**config.mk**
```make
export PLATFORM = sky130hd
export DESIGN_NAME = sfh_seq_host
export DESIGN_NICKNAME = d
export VERILOG_FILES = /design/src/logic/sfh_pkg.sv /design/src/logic/sfh_seq_host.sv
export SDC_FILE = /design/constraint.sdc
export NUM_CORES = 2
export LEC_CHECK = 0
export BUFFER_PORTS_ARGS = -buffer_cell sky130_fd_sc_hd__buf_2
export CORE_MARGIN = 3
export CORE_UTILIZATION = 33
export DETAILED_ROUTE_END_ITERATION = 10
export HOLD_SLACK_MARGIN = 0.12
export PLACE_DENSITY_LB_ADDON = 0.1
export SYNTH_ARGS = -nofsm -noshare
export SYNTH_HDL_FRONTEND = slang
export SYNTH_SLANG_ARGS = --single-unit
export TNS_END_PERCENT = 5
```
**constraint.sdc**
```tcl
create_clock -name pclk -period 20.4 [get_ports pclk]
set_input_delay 6.12 -clock pclk [delete_from_list [all_inputs] [get_ports pclk]]
set_output_delay 6.12 -clock pclk [all_outputs]
set_load 0.01 [all_outputs]
```
**src/logic/sfh_pkg.sv**
```systemverilog
// register map, instruction format, constants and carrier types of the sequence host
package sfh_pkg;

  // register offsets
  localparam logic [11:0] OFF_MODULE_CONTROL_ZERO = 12'h000;
  localparam logic [11:0] OFF_BUS_PATH_CONTROL    = 12'h004;
  localparam logic [11:0] OFF_IP_ADDRESS          = 12'h008;
  localparam logic [11:0] OFF_IP_COMMAND          = 12'h00C;
  localparam logic [11:0] OFF_IP_TX_DATA          = 12'h010;
  localparam logic [11:0] OFF_IP_RX_LOW           = 12'h014;
  localparam logic [11:0] OFF_IP_RX_HIGH          = 12'h018;
  localparam logic [11:0] OFF_STATUS              = 12'h01C;
  localparam logic [11:0] OFF_TABLE_LOCK_KEY      = 12'h020;
  localparam logic [11:0] OFF_TABLE_LOCK_CONTROL  = 12'h024;
  localparam logic [3:0]  TABLE_PAGE              = 4'h2;

  // field positions
  localparam int MODULE_DISABLE_BIT = 0;
  localparam int SOFT_RESET_BIT     = 1;
  localparam int IP_START_BIT       = 8;
  localparam int ST_BUSY_BIT        = 0;
  localparam int ST_IP_DONE_BIT     = 1;
  localparam int ST_SEQ_ERR_BIT     = 2;
  localparam int ST_LOCKED_BIT      = 3;

  // reset values
  localparam logic MODULE_DISABLE_RST = 1'b1;
  localparam logic LOCKED_RST         = 1'b0;

  // key and lock codes, flash space limit
  localparam logic [31:0] TABLE_KEY        = 32'h5AF05AF0;
  localparam logic [1:0]  LOCK_CODE        = 2'h1;
  localparam logic [1:0]  UNLOCK_CODE      = 2'h2;
  localparam logic [31:0] FLASH_SPACE_LIMIT = 32'h10000000;

  // opcodes and the 24-bit row address argument
  localparam logic [5:0] OP_STOP                            = 6'h00;
  localparam logic [5:0] OP_SEND_COMMAND_SINGLE_RATE        = 6'h01;
  localparam logic [5:0] OP_SEND_ROW_ADDRESS_SINGLE_RATE    = 6'h02;
  localparam logic [5:0] OP_SEND_COLUMN_ADDRESS_SINGLE_RATE = 6'h03;
  localparam logic [5:0] OP_WRITE_DATA_SINGLE_RATE          = 6'h08;
  localparam logic [5:0] OP_READ_DATA_SINGLE_RATE           = 6'h09;
  localparam logic [7:0] ROW_ADDR_24                        = 8'h18;

  typedef enum logic [1:0] {
    SFH_IDLE  = 2'b00,
    SFH_FETCH = 2'b01,
    SFH_SHIFT = 2'b10,
    SFH_DONE  = 2'b11
  } sfh_eng_t;

  typedef struct packed {
    logic [5:0] opcode;
    logic [1:0] line_width_code;
    logic [7:0] instruction_argument;
  } sfh_inst_t;

  typedef struct packed {
    logic        valid;
    logic        write;
    logic [31:0] addr;
    logic [63:0] wdata;
  } sfh_mm_req_t;

  typedef struct packed {
    logic        ready;
    logic        err;
    logic [63:0] rdata;
  } sfh_mm_rsp_t;

  typedef struct packed {
    logic [1:0]  sclk;
    logic [3:0]  cs_n;
    logic [15:0] dq_out;
    logic [15:0] dq_oe;
  } sfh_pins_t;

endpackage

```
**src/logic/sfh_seq_host.sv**
```systemverilog
// sequence host: register slave, instruction table, sequence engine and flash pins
//
// The implementer's own choices: the placing of the registers and the APB slave port.
`timescale 1ns/1ns
module sfh_seq_host #(
  parameter int unsigned HALF_CYCLES = 4
) (
  // clock and reset
  input  wire logic               pclk,
  input  wire logic               presetn,
  // register bus
  input  wire logic               psel,
  input  wire logic               penable,
  input  wire logic               pwrite,
  input  wire logic [11:0]        paddr,
  input  wire logic [31:0]        pwdata,
  output logic                    pready,
  output logic [31:0]             prdata,
  output logic                    pslverr,
  // memory-mapped path
  input  wire sfh_pkg::sfh_mm_req_t mm_req,
  output sfh_pkg::sfh_mm_rsp_t    mm_rsp,
  // flash pins
  output sfh_pkg::sfh_pins_t      flash_out,
  input  wire logic [15:0]        flash_dq_in
);
  import sfh_pkg::*;

  typedef struct packed {
    logic        pready;
    logic [31:0] prdata;
    logic        pslverr;
    logic        module_disable;
    logic        locked;
    logic        key_armed;
    logic [3:0]  rd_seq;
    logic [3:0]  wr_seq;
    logic [1:0]  mm_dev;
    logic [31:0] ip_addr;
    logic [3:0]  ip_seq;
    logic [1:0]  ip_dev;
    logic        ip_pend;
    logic [31:0] ip_tx;
    logic        ip_done;
    logic        seq_err;
    sfh_eng_t    st;
    logic        from_mm;
    logic        cur_err;
    logic [3:0]  seq;
    logic [2:0]  pc;
    logic [1:0]  dev;
    logic [1:0]  width;
    logic        dir_in;
    logic [63:0] sh;
    logic [6:0]  bits;
    logic [7:0]  div;
    logic        sclk;
    logic [31:0] addr;
    logic [63:0] txbuf;
    logic [63:0] rxbuf;
    logic [15:0] dq_s1;
    logic [15:0] dq_s2;
    sfh_mm_rsp_t mm_rsp;
    sfh_pins_t   pins;
  } sfh_state_t;

  sfh_state_t  s;
  sfh_state_t  next_s;
  // no reset on purpose: contents are undefined until software loads them
  logic [15:0] lut [0:127];
  logic        lut_we;
  logic [5:0]  lut_widx;
  logic [31:0] lut_wd;
  sfh_inst_t   inst;
  logic [3:0]  lines;
  logic [7:0]  samp;
  logic [7:0]  samp_bits;
  logic [7:0]  byte_o;
  logic [7:0]  mask_o;
  logic [5:0]  col_cnt;
  logic [3:0]  byte_cnt;
  logic        acc;
  logic        wr_done;
  logic        soft_rst;
  logic        clr_done;
  logic        clr_err;
  logic        set_done;
  logic        set_err;
  logic        mapped;
  logic        active;
  logic        drv;

  assign pready    = s.pready;
  assign prdata    = s.prdata;
  assign pslverr   = s.pslverr;
  assign mm_rsp    = s.mm_rsp;
  assign flash_out = s.pins;

  ////////////////////////////////////////////////////////////////////////////
  always_comb begin
    next_s    = s;
    lut_we    = 1'b0;
    lut_widx  = paddr[7:2];
    lut_wd    = pwdata;
    soft_rst  = 1'b0;
    clr_done  = 1'b0;
    clr_err   = 1'b0;
    set_done  = 1'b0;
    set_err   = 1'b0;
    col_cnt   = 6'h00;
    byte_cnt  = 4'h0;
    inst      = lut[{s.seq, s.pc}];
    lines     = 4'h1 << s.width;
    samp      = s.dev[1] ? s.dq_s2[15:8] : s.dq_s2[7:0];
    case (s.width)
      2'h0:    samp_bits = {7'h00, samp[1]};
      2'h1:    samp_bits = {6'h00, samp[1:0]};
      2'h2:    samp_bits = {4'h0, samp[3:0]};
      default: samp_bits = samp;
    endcase
    // two-stage synchroniser on the data pins
    next_s.dq_s1        = flash_dq_in;
    next_s.dq_s2        = s.dq_s1;
    next_s.mm_rsp.ready = 1'b0;

    // sequence engine
    case (s.st)
      SFH_IDLE: begin
        next_s.sclk = 1'b0;
        next_s.div  = 8'h00;
        if (!s.module_disable && s.ip_pend) begin
          next_s.ip_pend = 1'b0;
          next_s.from_mm = 1'b0;
          next_s.cur_err = 1'b0;
          next_s.seq     = s.ip_seq;
          next_s.dev     = s.ip_dev;
          next_s.addr    = s.ip_addr;
          next_s.txbuf   = {s.ip_tx, 32'h00000000};
          next_s.rxbuf   = 64'h0000000000000000;
          next_s.pc      = 3'h0;
          next_s.st      = SFH_FETCH;
        end else if (mm_req.valid && !s.mm_rsp.ready) begin
          // outside the flash space or stopped: answer at once with an error
          if (s.module_disable || mm_req.addr >= FLASH_SPACE_LIMIT) begin
            next_s.mm_rsp.ready = 1'b1;
            next_s.mm_rsp.err   = 1'b1;
          end else begin
            next_s.from_mm = 1'b1;
            next_s.cur_err = 1'b0;
            next_s.seq     = mm_req.write ? s.wr_seq : s.rd_seq;
            next_s.dev     = s.mm_dev;
            next_s.addr    = mm_req.addr;
            next_s.txbuf   = mm_req.wdata;
            next_s.rxbuf   = 64'h0000000000000000;
            next_s.pc      = 3'h0;
            next_s.st      = SFH_FETCH;
          end
        end
      end
      SFH_FETCH: begin
        next_s.width  = inst.line_width_code;
        next_s.dir_in = 1'b0;
        next_s.div    = 8'h00;
        next_s.sclk   = 1'b0;
        next_s.st     = SFH_SHIFT;
        col_cnt       = (inst.instruction_argument > 8'h20) ? 6'h20
                        : inst.instruction_argument[5:0];
        byte_cnt      = (inst.instruction_argument > 8'h08) ? 4'h8
                        : inst.instruction_argument[3:0];
        case (inst.opcode)
          OP_STOP: begin
            next_s.st = SFH_DONE;
          end
          OP_SEND_COMMAND_SINGLE_RATE: begin
            next_s.sh   = {inst.instruction_argument, 56'h00000000000000};
            next_s.bits = 7'h08;
          end
          OP_SEND_ROW_ADDRESS_SINGLE_RATE: begin
            if (inst.instruction_argument == ROW_ADDR_24) begin
              next_s.sh   = {s.addr[23:0], 40'h0000000000};
              next_s.bits = 7'h18;
            end else begin
              next_s.sh   = {s.addr, 32'h00000000};
              next_s.bits = 7'h20;
            end
          end
          OP_SEND_COLUMN_ADDRESS_SINGLE_RATE: begin
            next_s.sh   = {s.addr, 32'h00000000} << (6'h20 - col_cnt);
            next_s.bits = {1'b0, col_cnt};
          end
          OP_WRITE_DATA_SINGLE_RATE: begin
            next_s.sh   = s.txbuf;
            next_s.bits = {byte_cnt, 3'h0};
          end
          OP_READ_DATA_SINGLE_RATE: begin
            next_s.sh     = 64'h0000000000000000;
            next_s.dir_in = 1'b1;
            next_s.bits   = {byte_cnt, 3'h0};
          end
          default: begin
            set_err        = 1'b1;
            next_s.cur_err = 1'b1;
            next_s.st      = SFH_DONE;
          end
        endcase
        // an empty field moves straight to the next slot
        if (next_s.st == SFH_SHIFT && next_s.bits == 7'h00) begin
          if (s.pc == 3'h7) begin
            next_s.st = SFH_DONE;
          end else begin
            next_s.pc = s.pc + 3'h1;
            next_s.st = SFH_FETCH;
          end
        end
      end
      SFH_SHIFT: begin
        if (s.div == 8'(HALF_CYCLES - 1)) begin
          next_s.div  = 8'h00;
          next_s.sclk = ~s.sclk;
          // a beat ends on the falling edge; input is sampled just before it
          if (s.sclk) begin
            next_s.sh   = s.dir_in ? ((s.sh << lines) | {56'h00000000000000, samp_bits})
                          : (s.sh << lines);
            next_s.bits = s.bits - {3'h0, lines};
            if (s.bits <= {3'h0, lines}) begin
              next_s.bits = 7'h00;
              if (s.dir_in) begin
                next_s.rxbuf = next_s.sh;
              end
              if (s.pc == 3'h7) begin
                next_s.st = SFH_DONE;
              end else begin
                next_s.pc = s.pc + 3'h1;
                next_s.st = SFH_FETCH;
              end
            end
          end
        end else begin
          next_s.div = s.div + 8'h01;
        end
      end
      SFH_DONE: begin
        next_s.st   = SFH_IDLE;
        next_s.sclk = 1'b0;
        if (s.from_mm) begin
          next_s.mm_rsp.ready = 1'b1;
          next_s.mm_rsp.err   = s.cur_err;
          next_s.mm_rsp.rdata = s.rxbuf;
        end else begin
          set_done = 1'b1;
        end
      end
      default: begin
        next_s.st = SFH_IDLE;
      end
    endcase

    ////////////////////////////////////////////////////////////////////////////
    // register slave: one wait state, answer registered
    acc     = psel && penable && !s.pready;
    wr_done = psel && penable && s.pready && pwrite;
    mapped  = (paddr[11:8] == TABLE_PAGE)
              || (paddr[11:6] == 6'h00 && paddr <= OFF_TABLE_LOCK_CONTROL);
    next_s.pready  = acc;
    // error flag only stands beside ready; read data holds its last value after it
    next_s.pslverr = 1'b0;
    if (acc) begin
      next_s.pslverr = !mapped || paddr[1:0] != 2'h0;
      next_s.prdata  = 32'h00000000;
      if (paddr[11:8] == TABLE_PAGE) begin
        next_s.prdata = {lut[{paddr[7:2], 1'b1}], lut[{paddr[7:2], 1'b0}]};
      end else begin
        case (paddr)
          OFF_MODULE_CONTROL_ZERO: next_s.prdata = {31'h00000000, s.module_disable};
          OFF_BUS_PATH_CONTROL:    next_s.prdata = {22'h000000, s.mm_dev, s.wr_seq, s.rd_seq};
          OFF_IP_ADDRESS:          next_s.prdata = s.ip_addr;
          OFF_IP_COMMAND:          next_s.prdata = {23'h000000, s.ip_pend, 2'h0, s.ip_dev,
                                                    s.ip_seq};
          OFF_IP_TX_DATA:          next_s.prdata = s.ip_tx;
          OFF_IP_RX_LOW:           next_s.prdata = s.rxbuf[31:0];
          OFF_IP_RX_HIGH:          next_s.prdata = s.rxbuf[63:32];
          OFF_STATUS:              next_s.prdata = {28'h0000000, s.locked, s.seq_err,
                                                    s.ip_done, s.st != SFH_IDLE};
          OFF_TABLE_LOCK_CONTROL:  next_s.prdata = {30'h00000000, !s.locked, s.locked};
          default:                 next_s.prdata = 32'h00000000;
        endcase
      end
    end
    if (wr_done) begin
      next_s.key_armed = 1'b0;
      if (paddr[11:8] == TABLE_PAGE) begin
        lut_we = !s.locked && paddr[1:0] == 2'h0;
      end else begin
        case (paddr)
          OFF_MODULE_CONTROL_ZERO: begin
            next_s.module_disable = pwdata[MODULE_DISABLE_BIT];
            soft_rst    = pwdata[SOFT_RESET_BIT];
          end
          OFF_BUS_PATH_CONTROL: begin
            next_s.rd_seq = pwdata[3:0];
            next_s.wr_seq = pwdata[7:4];
            next_s.mm_dev = pwdata[9:8];
          end
          OFF_IP_ADDRESS: next_s.ip_addr = pwdata;
          OFF_IP_COMMAND: begin
            next_s.ip_seq = pwdata[3:0];
            next_s.ip_dev = pwdata[5:4];
            if (pwdata[IP_START_BIT]) begin
              next_s.ip_pend = 1'b1;
            end
          end
          OFF_IP_TX_DATA: next_s.ip_tx = pwdata;
          OFF_STATUS: begin
            clr_done = pwdata[ST_IP_DONE_BIT];
            clr_err  = pwdata[ST_SEQ_ERR_BIT];
          end
          OFF_TABLE_LOCK_KEY: next_s.key_armed = (pwdata == TABLE_KEY);
          OFF_TABLE_LOCK_CONTROL: begin
            if (s.key_armed && pwdata[1:0] == LOCK_CODE) begin
              next_s.locked = 1'b1;
            end else if (s.key_armed && pwdata[1:0] == UNLOCK_CODE) begin
              next_s.locked = 1'b0;
            end
          end
          default: next_s.key_armed = 1'b0;
        endcase
      end
    end
    // hardware set beats a software clear in the same cycle
    next_s.ip_done = (s.ip_done && !clr_done) || set_done;
    next_s.seq_err = (s.seq_err && !clr_err) || set_err;

    // soft reset aborts the engine but keeps configuration and the table
    if (soft_rst) begin
      if (s.st != SFH_IDLE && s.from_mm) begin
        next_s.mm_rsp.ready = 1'b1;
        next_s.mm_rsp.err   = 1'b1;
      end
      next_s.st        = SFH_IDLE;
      next_s.ip_pend   = 1'b0;
      next_s.ip_done   = 1'b0;
      next_s.seq_err   = 1'b0;
      next_s.sclk      = 1'b0;
      next_s.div       = 8'h00;
      next_s.key_armed = 1'b0;
    end

    ////////////////////////////////////////////////////////////////////////////
    // pins follow the next state so they leave straight from flops
    active = next_s.st == SFH_FETCH || next_s.st == SFH_SHIFT;
    drv    = next_s.st == SFH_SHIFT && !next_s.dir_in;
    case (next_s.width)
      2'h0: begin
        byte_o = {7'h00, next_s.sh[63]};
        mask_o = 8'h01;
      end
      2'h1: begin
        byte_o = {6'h00, next_s.sh[63:62]};
        mask_o = 8'h03;
      end
      2'h2: begin
        byte_o = {4'h0, next_s.sh[63:60]};
        mask_o = 8'h0F;
      end
      default: begin
        byte_o = next_s.sh[63:56];
        mask_o = 8'hFF;
      end
    endcase
    if (!drv) begin
      byte_o = 8'h00;
      mask_o = 8'h00;
    end
    next_s.pins.sclk   = {next_s.sclk && next_s.dev[1], next_s.sclk && !next_s.dev[1]};
    next_s.pins.cs_n   = active ? ~(4'h1 << next_s.dev) : 4'hF;
    next_s.pins.dq_out = next_s.dev[1] ? {byte_o, 8'h00} : {8'h00, byte_o};
    next_s.pins.dq_oe  = next_s.dev[1] ? {mask_o, 8'h00} : {8'h00, mask_o};
  end

  ////////////////////////////////////////////////////////////////////////////
  always_ff @(posedge pclk or negedge presetn) begin
    if (!presetn) begin
      s           <= '0;
      s.module_disable      <= MODULE_DISABLE_RST;
      s.locked    <= LOCKED_RST;
      s.pins.cs_n <= 4'hF;
    end else begin
      s <= next_s;
    end
  end

  always_ff @(posedge pclk) begin
    if (lut_we) begin
      lut[{lut_widx, 1'b0}] <= lut_wd[15:0];
      lut[{lut_widx, 1'b1}] <= lut_wd[31:16];
    end
  end

endmodule

```
Word-level counts from Yosys, hierarchy flattened
Memory sizes are Yosys's and may differ from the RTL's.
Index checks and enable logic that the tools add are counted.

cells by class
  shift-type cells = 4
  equality and inequality tests = 41
  $add $sub $neg = 4
  magnitude comparators = 5
  reductions and logical operators = 67
  muxes and demuxes = 97
  bitwise operators = 4

operators with widths
  kind                                                                 count
  two-way mux 160 bit                                                  3
  one-hot mux 71 bit (5 select lines)                                  1
  two-way mux 64 bit                                                   5
  one-hot mux 32 bit (9 select lines)                                  1
  two-way mux 71 bit                                                   4
  two-way mux 82 bit                                                   2
  one-hot mux 71 bit (2 select lines)                                  1
  one-hot mux 64 bit (2 select lines)                                  1
  two-way mux 32 bit                                                   3
  one-hot mux 8 bit (3 select lines)                                   3
  two-way mux 66 bit                                                   1
  bitwise OR 64 x 8 -> 64 bit                                          1
  << shifter 64 x 4 -> 64 bit                                          1
  << shifter 64 x 6 -> 64 bit                                          1
  == test 12 x 5 -> 1 bit, second input constant                       4
  two-way mux 13 bit                                                   3
  == test 32 x 31 -> 1 bit, second input constant                      1
  greater-or-equal comparator 32 x 29 -> 1 bit, second input constant  1
  two-way mux 16 bit                                                   2
  two-way mux 8 bit                                                    4
  two-way mux 1 bit                                                    30
  == test 12 x 4 -> 1 bit, second input constant                       2
  == test 12 x 6 -> 1 bit, second input constant                       2
  two-way mux 2 bit                                                    12
  52 further kinds                                                     133

word-level totals
  memories = 1
  memory bits (writable) = 2048
  logic and storage cells = 264
  output and inout port bits = 138
  register bits = 512

memories
  memory  depth  width  rd ports  clocked after memory_dff  wr ports  line                text
  lut     128    16     3         0                         2         sfh_seq_host.sv:70  logic [15:0] lut [0:127];

Longest topological paths before layout
An unclocked memory read counts as a cell.

  word-level depth = 16
  gate-level depth with buffers = 30
  gate-level depth less buffers = 19

Worst setup path after synthesis
No wires, ideal clock.

  path kind = input-to-reg
  start point = input paddr[2]
  end point = memory lut[106][0], enable pin
  buffers on the path = 7
  data arrival time = 10.810 ns
  path slack = 9.169 ns
  stages on the path = 10
  path through = clkbuf_1 -> clkbuf_1 -> buf_1 -> buf_1 -> clkbuf_1 -> clkbuf_1 -> nor2b_1 -> clkbuf_1 -> nand2_1 -> nor2_1

RTL lines
  element          line                text
  start, declared  sfh_seq_host.sv:15  input wire logic [11:0] paddr,
  end, declared    sfh_seq_host.sv:70

Worst setup path after layout
  start point = input paddr[3]
  end point = register s (netlist bit prdata[23])

between the ends
  cells in the longest elaborated chain, start to end = 3
  elaborated cells between the ends (all ways) = 12
  those cells by class = eq/ne: 8; mux: 2; reduce/logical: 1; memory: 1

RTL lines
  element                                                             line                 text
  branches (longest 2 deep; another with memory read (128 x 16 bit))  -
  two-way mux 32 bit *                                                sfh_seq_host.sv:270  if (paddr[11:8] == TABLE_PAGE) begin
  end signal, assigned                                                sfh_seq_host.sv:388  s <= next_s;
  end, declared                                                       sfh_seq_host.sv:67   sfh_state_t s;

Mark *: on every way between the ends.
A chain may end at the register's enable or synchronous reset.

==> metrics.md <==
| Metric | Value |
|---|---|
| Most used cell along the critical path | buf_4 |
| H-tree levels | 5 |
| Setup Fix Bufs, Post-CTS | 0 |
| Crit path time final | 10.93 ns |
| Worst setup SP type | primary input |
| CP required | 21.17 ns |
| Die Y | 612 um |
| Synth top area share | 0.508 |
| Final ANT Viol Nets | 0 |
| Pre-antenna DRT Iters | 8 |
| Most frequent cell after synthesis | edfxtp_1 |
| EDFF count, synth | 2048 |
| R2R setup slack | 9.61 ns |
| Critical path endpoint | prdata[23] |
| Cell depth of the worst setup path | 13 |
| Arr. time, crit path | 11.70 ns |
| Crit path cell chain | buf_8, buf_4, buf_4, buf_4, buf_4, mux4_2, mux4_2, nand2_1, o21ai_0, a21oi_1, nor2_1, a221oi_1, o21ai_0 |
| RSZ-0062 raised after global routing | false |
| Final Cycle Share | 0.536 |
| Sequential Power Share | 0.378 |
| Hold_buf cts | 0 |
| Max-slew violations | 0 |
| Status | completed |
| Post-synthesis instance area | 121000 um^2 |
| WL final | 499 mm |
| TritonCTS Buffers | 304 |
| Crit path max fanout | 65 |
| Chip Width | 612 um |
| First-pass GRT wire length | 676 mm |
| Netlist cell types | 100 |
| VDD IR max | 0.0000962 V |
| Switching part of the total | 0.345 |
| Synth area leaders | edfxtp_1 (51%), mux4_2 (23%), dfrtp_1 (10%) |
| Post-synth top cells | edfxtp_1 (2048), mux4_2 (1223), nand2_1 (545), dfrtp_1 (499), nor2_1 (403) |
| CTS sink cnt | 2552 |
| Fill count | 33.4k |
| Resize count post-CTS | 0 |
| Sequential share of the synthesized area | 0.612 |
| FF-to-FF End | flash_out[24] |
| TritonCTS clock tree | yes |
| Crit. Startpoint | paddr[3] |
| Worst reg2reg path startpoint | s[381] |
| Max Cap Viol | 0 |
| Synth Instances | 7092 |
| Hold Crit Class | flip-flop to flip-flop |
| Synthesized net count | 7271 |
| Antenna violations before repair | 34 |
| Slowest Stage Delay on Critical Path | 0.75 ns |
| Power Density | 123 nW/um^2 |
| Worst-path clk slew | 0.06 ns |
| Fin. Hold Viols | 0 |
| Post-layout util | 0.379 |
| Final Setup Violations | 0 |
| Avg WL per Cell | 40.4 um |
| WP buf/inv | 5 |
| Global route overflow | 0 |
| Seq cells post-synth | 2552 |
| Synth area leader | edfxtp_1 |
| Core area | 364000 um^2 |
| Slew Limit Headroom | 0.0553 |
| Initial DRC count | 9945 |
| Clock Skew | 0.0433 ns |
| Leakage | 46.0 nW |
| GRT Total Usage | 0.263 |
| Port bufs | 300 |
| Logic gate share of total power | 0.302 |
| # rows | 221 |
| Detailed Place HPWL | 337 mm |
| Top FF cell, synth | edfxtp_1 |
| Vias in the first global route | 76.3k |
| Clock latency on the worst-skew pair | 0.93 ns |
| Setup TNS | 0 ns |
| Fmax | 91.5 MHz |
| Worst path slowest cell | buf_4 |
| Delay-heaviest family, CP | buffers and inverters |
| Kind of end point of the critical path | flip-flop |
| Detailed-route via count | 75.8k |
| Reg2Reg Depth | 20 |
| Clock share of power | 0.320 |
| Initial Util | 0.333 |
| CTS root buf | clkbuf_16 |
| WS Path Type | primary input to flip-flop |
| Die ar. | 374000 um^2 |
| Nets | 7481 |
| Area Growth Syn to Fin | 13.9% |
| Clock Tree Buf Depth | 4 |
| Routability cong. | 0.942 |
| Vias per inst | 6.13 |
| Synthesized area per cell | 17.1 um^2 |
| Ratio of cells with drive above 1 in the final layout | 0.338 |
| DRC | 0 |
| Worst-Margin Slew | 1.42 ns |
| Asr flop ratio synth | 0.197 |
| Int Pwr | 11.1 mW |
| Synthesis Warnings | 0 |
| I/O Pins | 301 |
| Largest net degree at the start of global routing | 123 |
| Psw | 5.85 mW |
-- worst min-delay path by stage --
stage / start / end / slack, ns / cells after the start
4_1_cts: next_s[117] / s[117] / 0.35 / 0
6_report: next_s[110] / s[110] / 0.35 / 0
2_1_floorplan: next_s[104] / s[104] / 0.33 / 0
5_1_grt: next_s[117] / s[117] / 0.35 / 0
3_5_place_dp: next_s[104] / s[104] / 0.33 / 0
3_3_place_gp: next_s[117] / s[117] / 0.34 / 0
-- layout by cell type, fill, tap and decap left out, types with 15 or more instances in the layout --
cell,Yosys,routed
clkbuf_1,312,70
o311ai_0,15,15
dfrtp_1,499,490
nor2_4,1,66
buf_4,168,260
and2_1,18,17
a31oi_1,87,87
nor2b_1,21,18
a22oi_1,79,79
a21oi_1,153,153
o22ai_1,73,73
inv_1,50,48
and3_1,22,21
diode_2,0,25
a222oi_1,36,36
o21ai_0,253,251
mux4_2,1223,1223
edfxtp_1,2048,2048
a211oi_1,25,25
nand3_1,60,60
bufinv_16,0,24
clkinv_1,3,48
nor4_1,19,19
mux2i_1,178,177
o221ai_1,22,22
nor2_1,403,334
nand2_1,545,541
a221oi_1,19,19
clkbuf_16,0,312
mux2_2,184,184
clkinv_2,0,55
nor3_1,80,77
nand4_1,21,21
buf_2,60,294
-- power by group through the flow --
stage / logic, mW / registers (mW) / clock network (mW)
floorplan: 3.45 / 6.17 / 0
global placement: 5.08 / 6.51 / 0
detailed placement: 5.08 / 6.51 / 0
CTS: 5.10 / 6.41 / 5.53
global route: 5.37 / 6.43 / 5.75
finish: 5.12 / 6.41 / 5.42
-- layout make-up --
class / count / area [um^2] / share of cell area
inverter: 56 / 224 / 0.00162
multi-input combinational: 3816 / 44000 / 0.319
clock inverter: 155 / 1500 / 0.0109
timing repair buffer: 572 / 3740 / 0.0271
sequential: 2552 / 74100 / 0.538
antenna: 25 / 62.6 / 0.000454
tap: 4794 / 6000 / 0.0435
clock buffer: 394 / 8230 / 0.0597
-- layer usage --
| metal | wire, um | global-route usage |
|---|---|---|
| met4 | 25000 | 0.113 |
| met3 | 38500 | 0.0447 |
| met5 | 13 | 0 |
| met1 | 198000 | 0.348 |
| met2 | 237000 | 0.427 |
-- per-stage QoR --
stage               setup WS [ns]  total power, mW  cells  area [um^2]  hold WS [ns]
global placement             8.60             11.6  11787       128000         0.339
floorplan                    9.17             9.62   7092       121000         0.331
CTS                          9.57             17.0  12338       138000         0.352
global route                 9.35             17.5  12343       138000         0.352
finish                       9.47             17.0  12364       138000         0.348
detailed placement           8.56             11.6  11789       128000         0.335
-- worst register-to-register path, delay by kind of cell, from the launching register on --
family | cells | cell delay [ns]
adders and majority gates | 1 | 0.38
muxes | 7 | 3.92
and+or+nand+nor | 5 | 1.97
DFF | 1 | 1.12
buffers and inverters | 5 | 2.43
AOI/OAI and AO/OA | 2 | 0.81
-- logic make-up (layout without fill, tap and decap cells) --
logic type / after synthesis / after routing / share of synthesized area
AO/OA/AOI/OAI: 931 / 931 / 0.0506
XOR/XNOR: 7 / 7 / 0.000506
adder cells (fa/ha/maj): 16 / 16 / 0.00172
buffers and inverters: 724 / 1177 / 0.0293
flip-flops: 2552 / 2552 / 0.612
multiplexers: 1589 / 1589 / 0.260
other: 0 / 25 / 0
AND/OR/NAND/NOR: 1273 / 1273 / 0.0459
-- flip-flops by register name, indices dropped and copies added (netlist names) --
register / flops
s: 358
prdata: 32
pslverr: 1
flash_out: 30
next_s: 16
pready: 1
lut: 2048
mm_rsp: 66
Power figures use the tool's default switching activity.
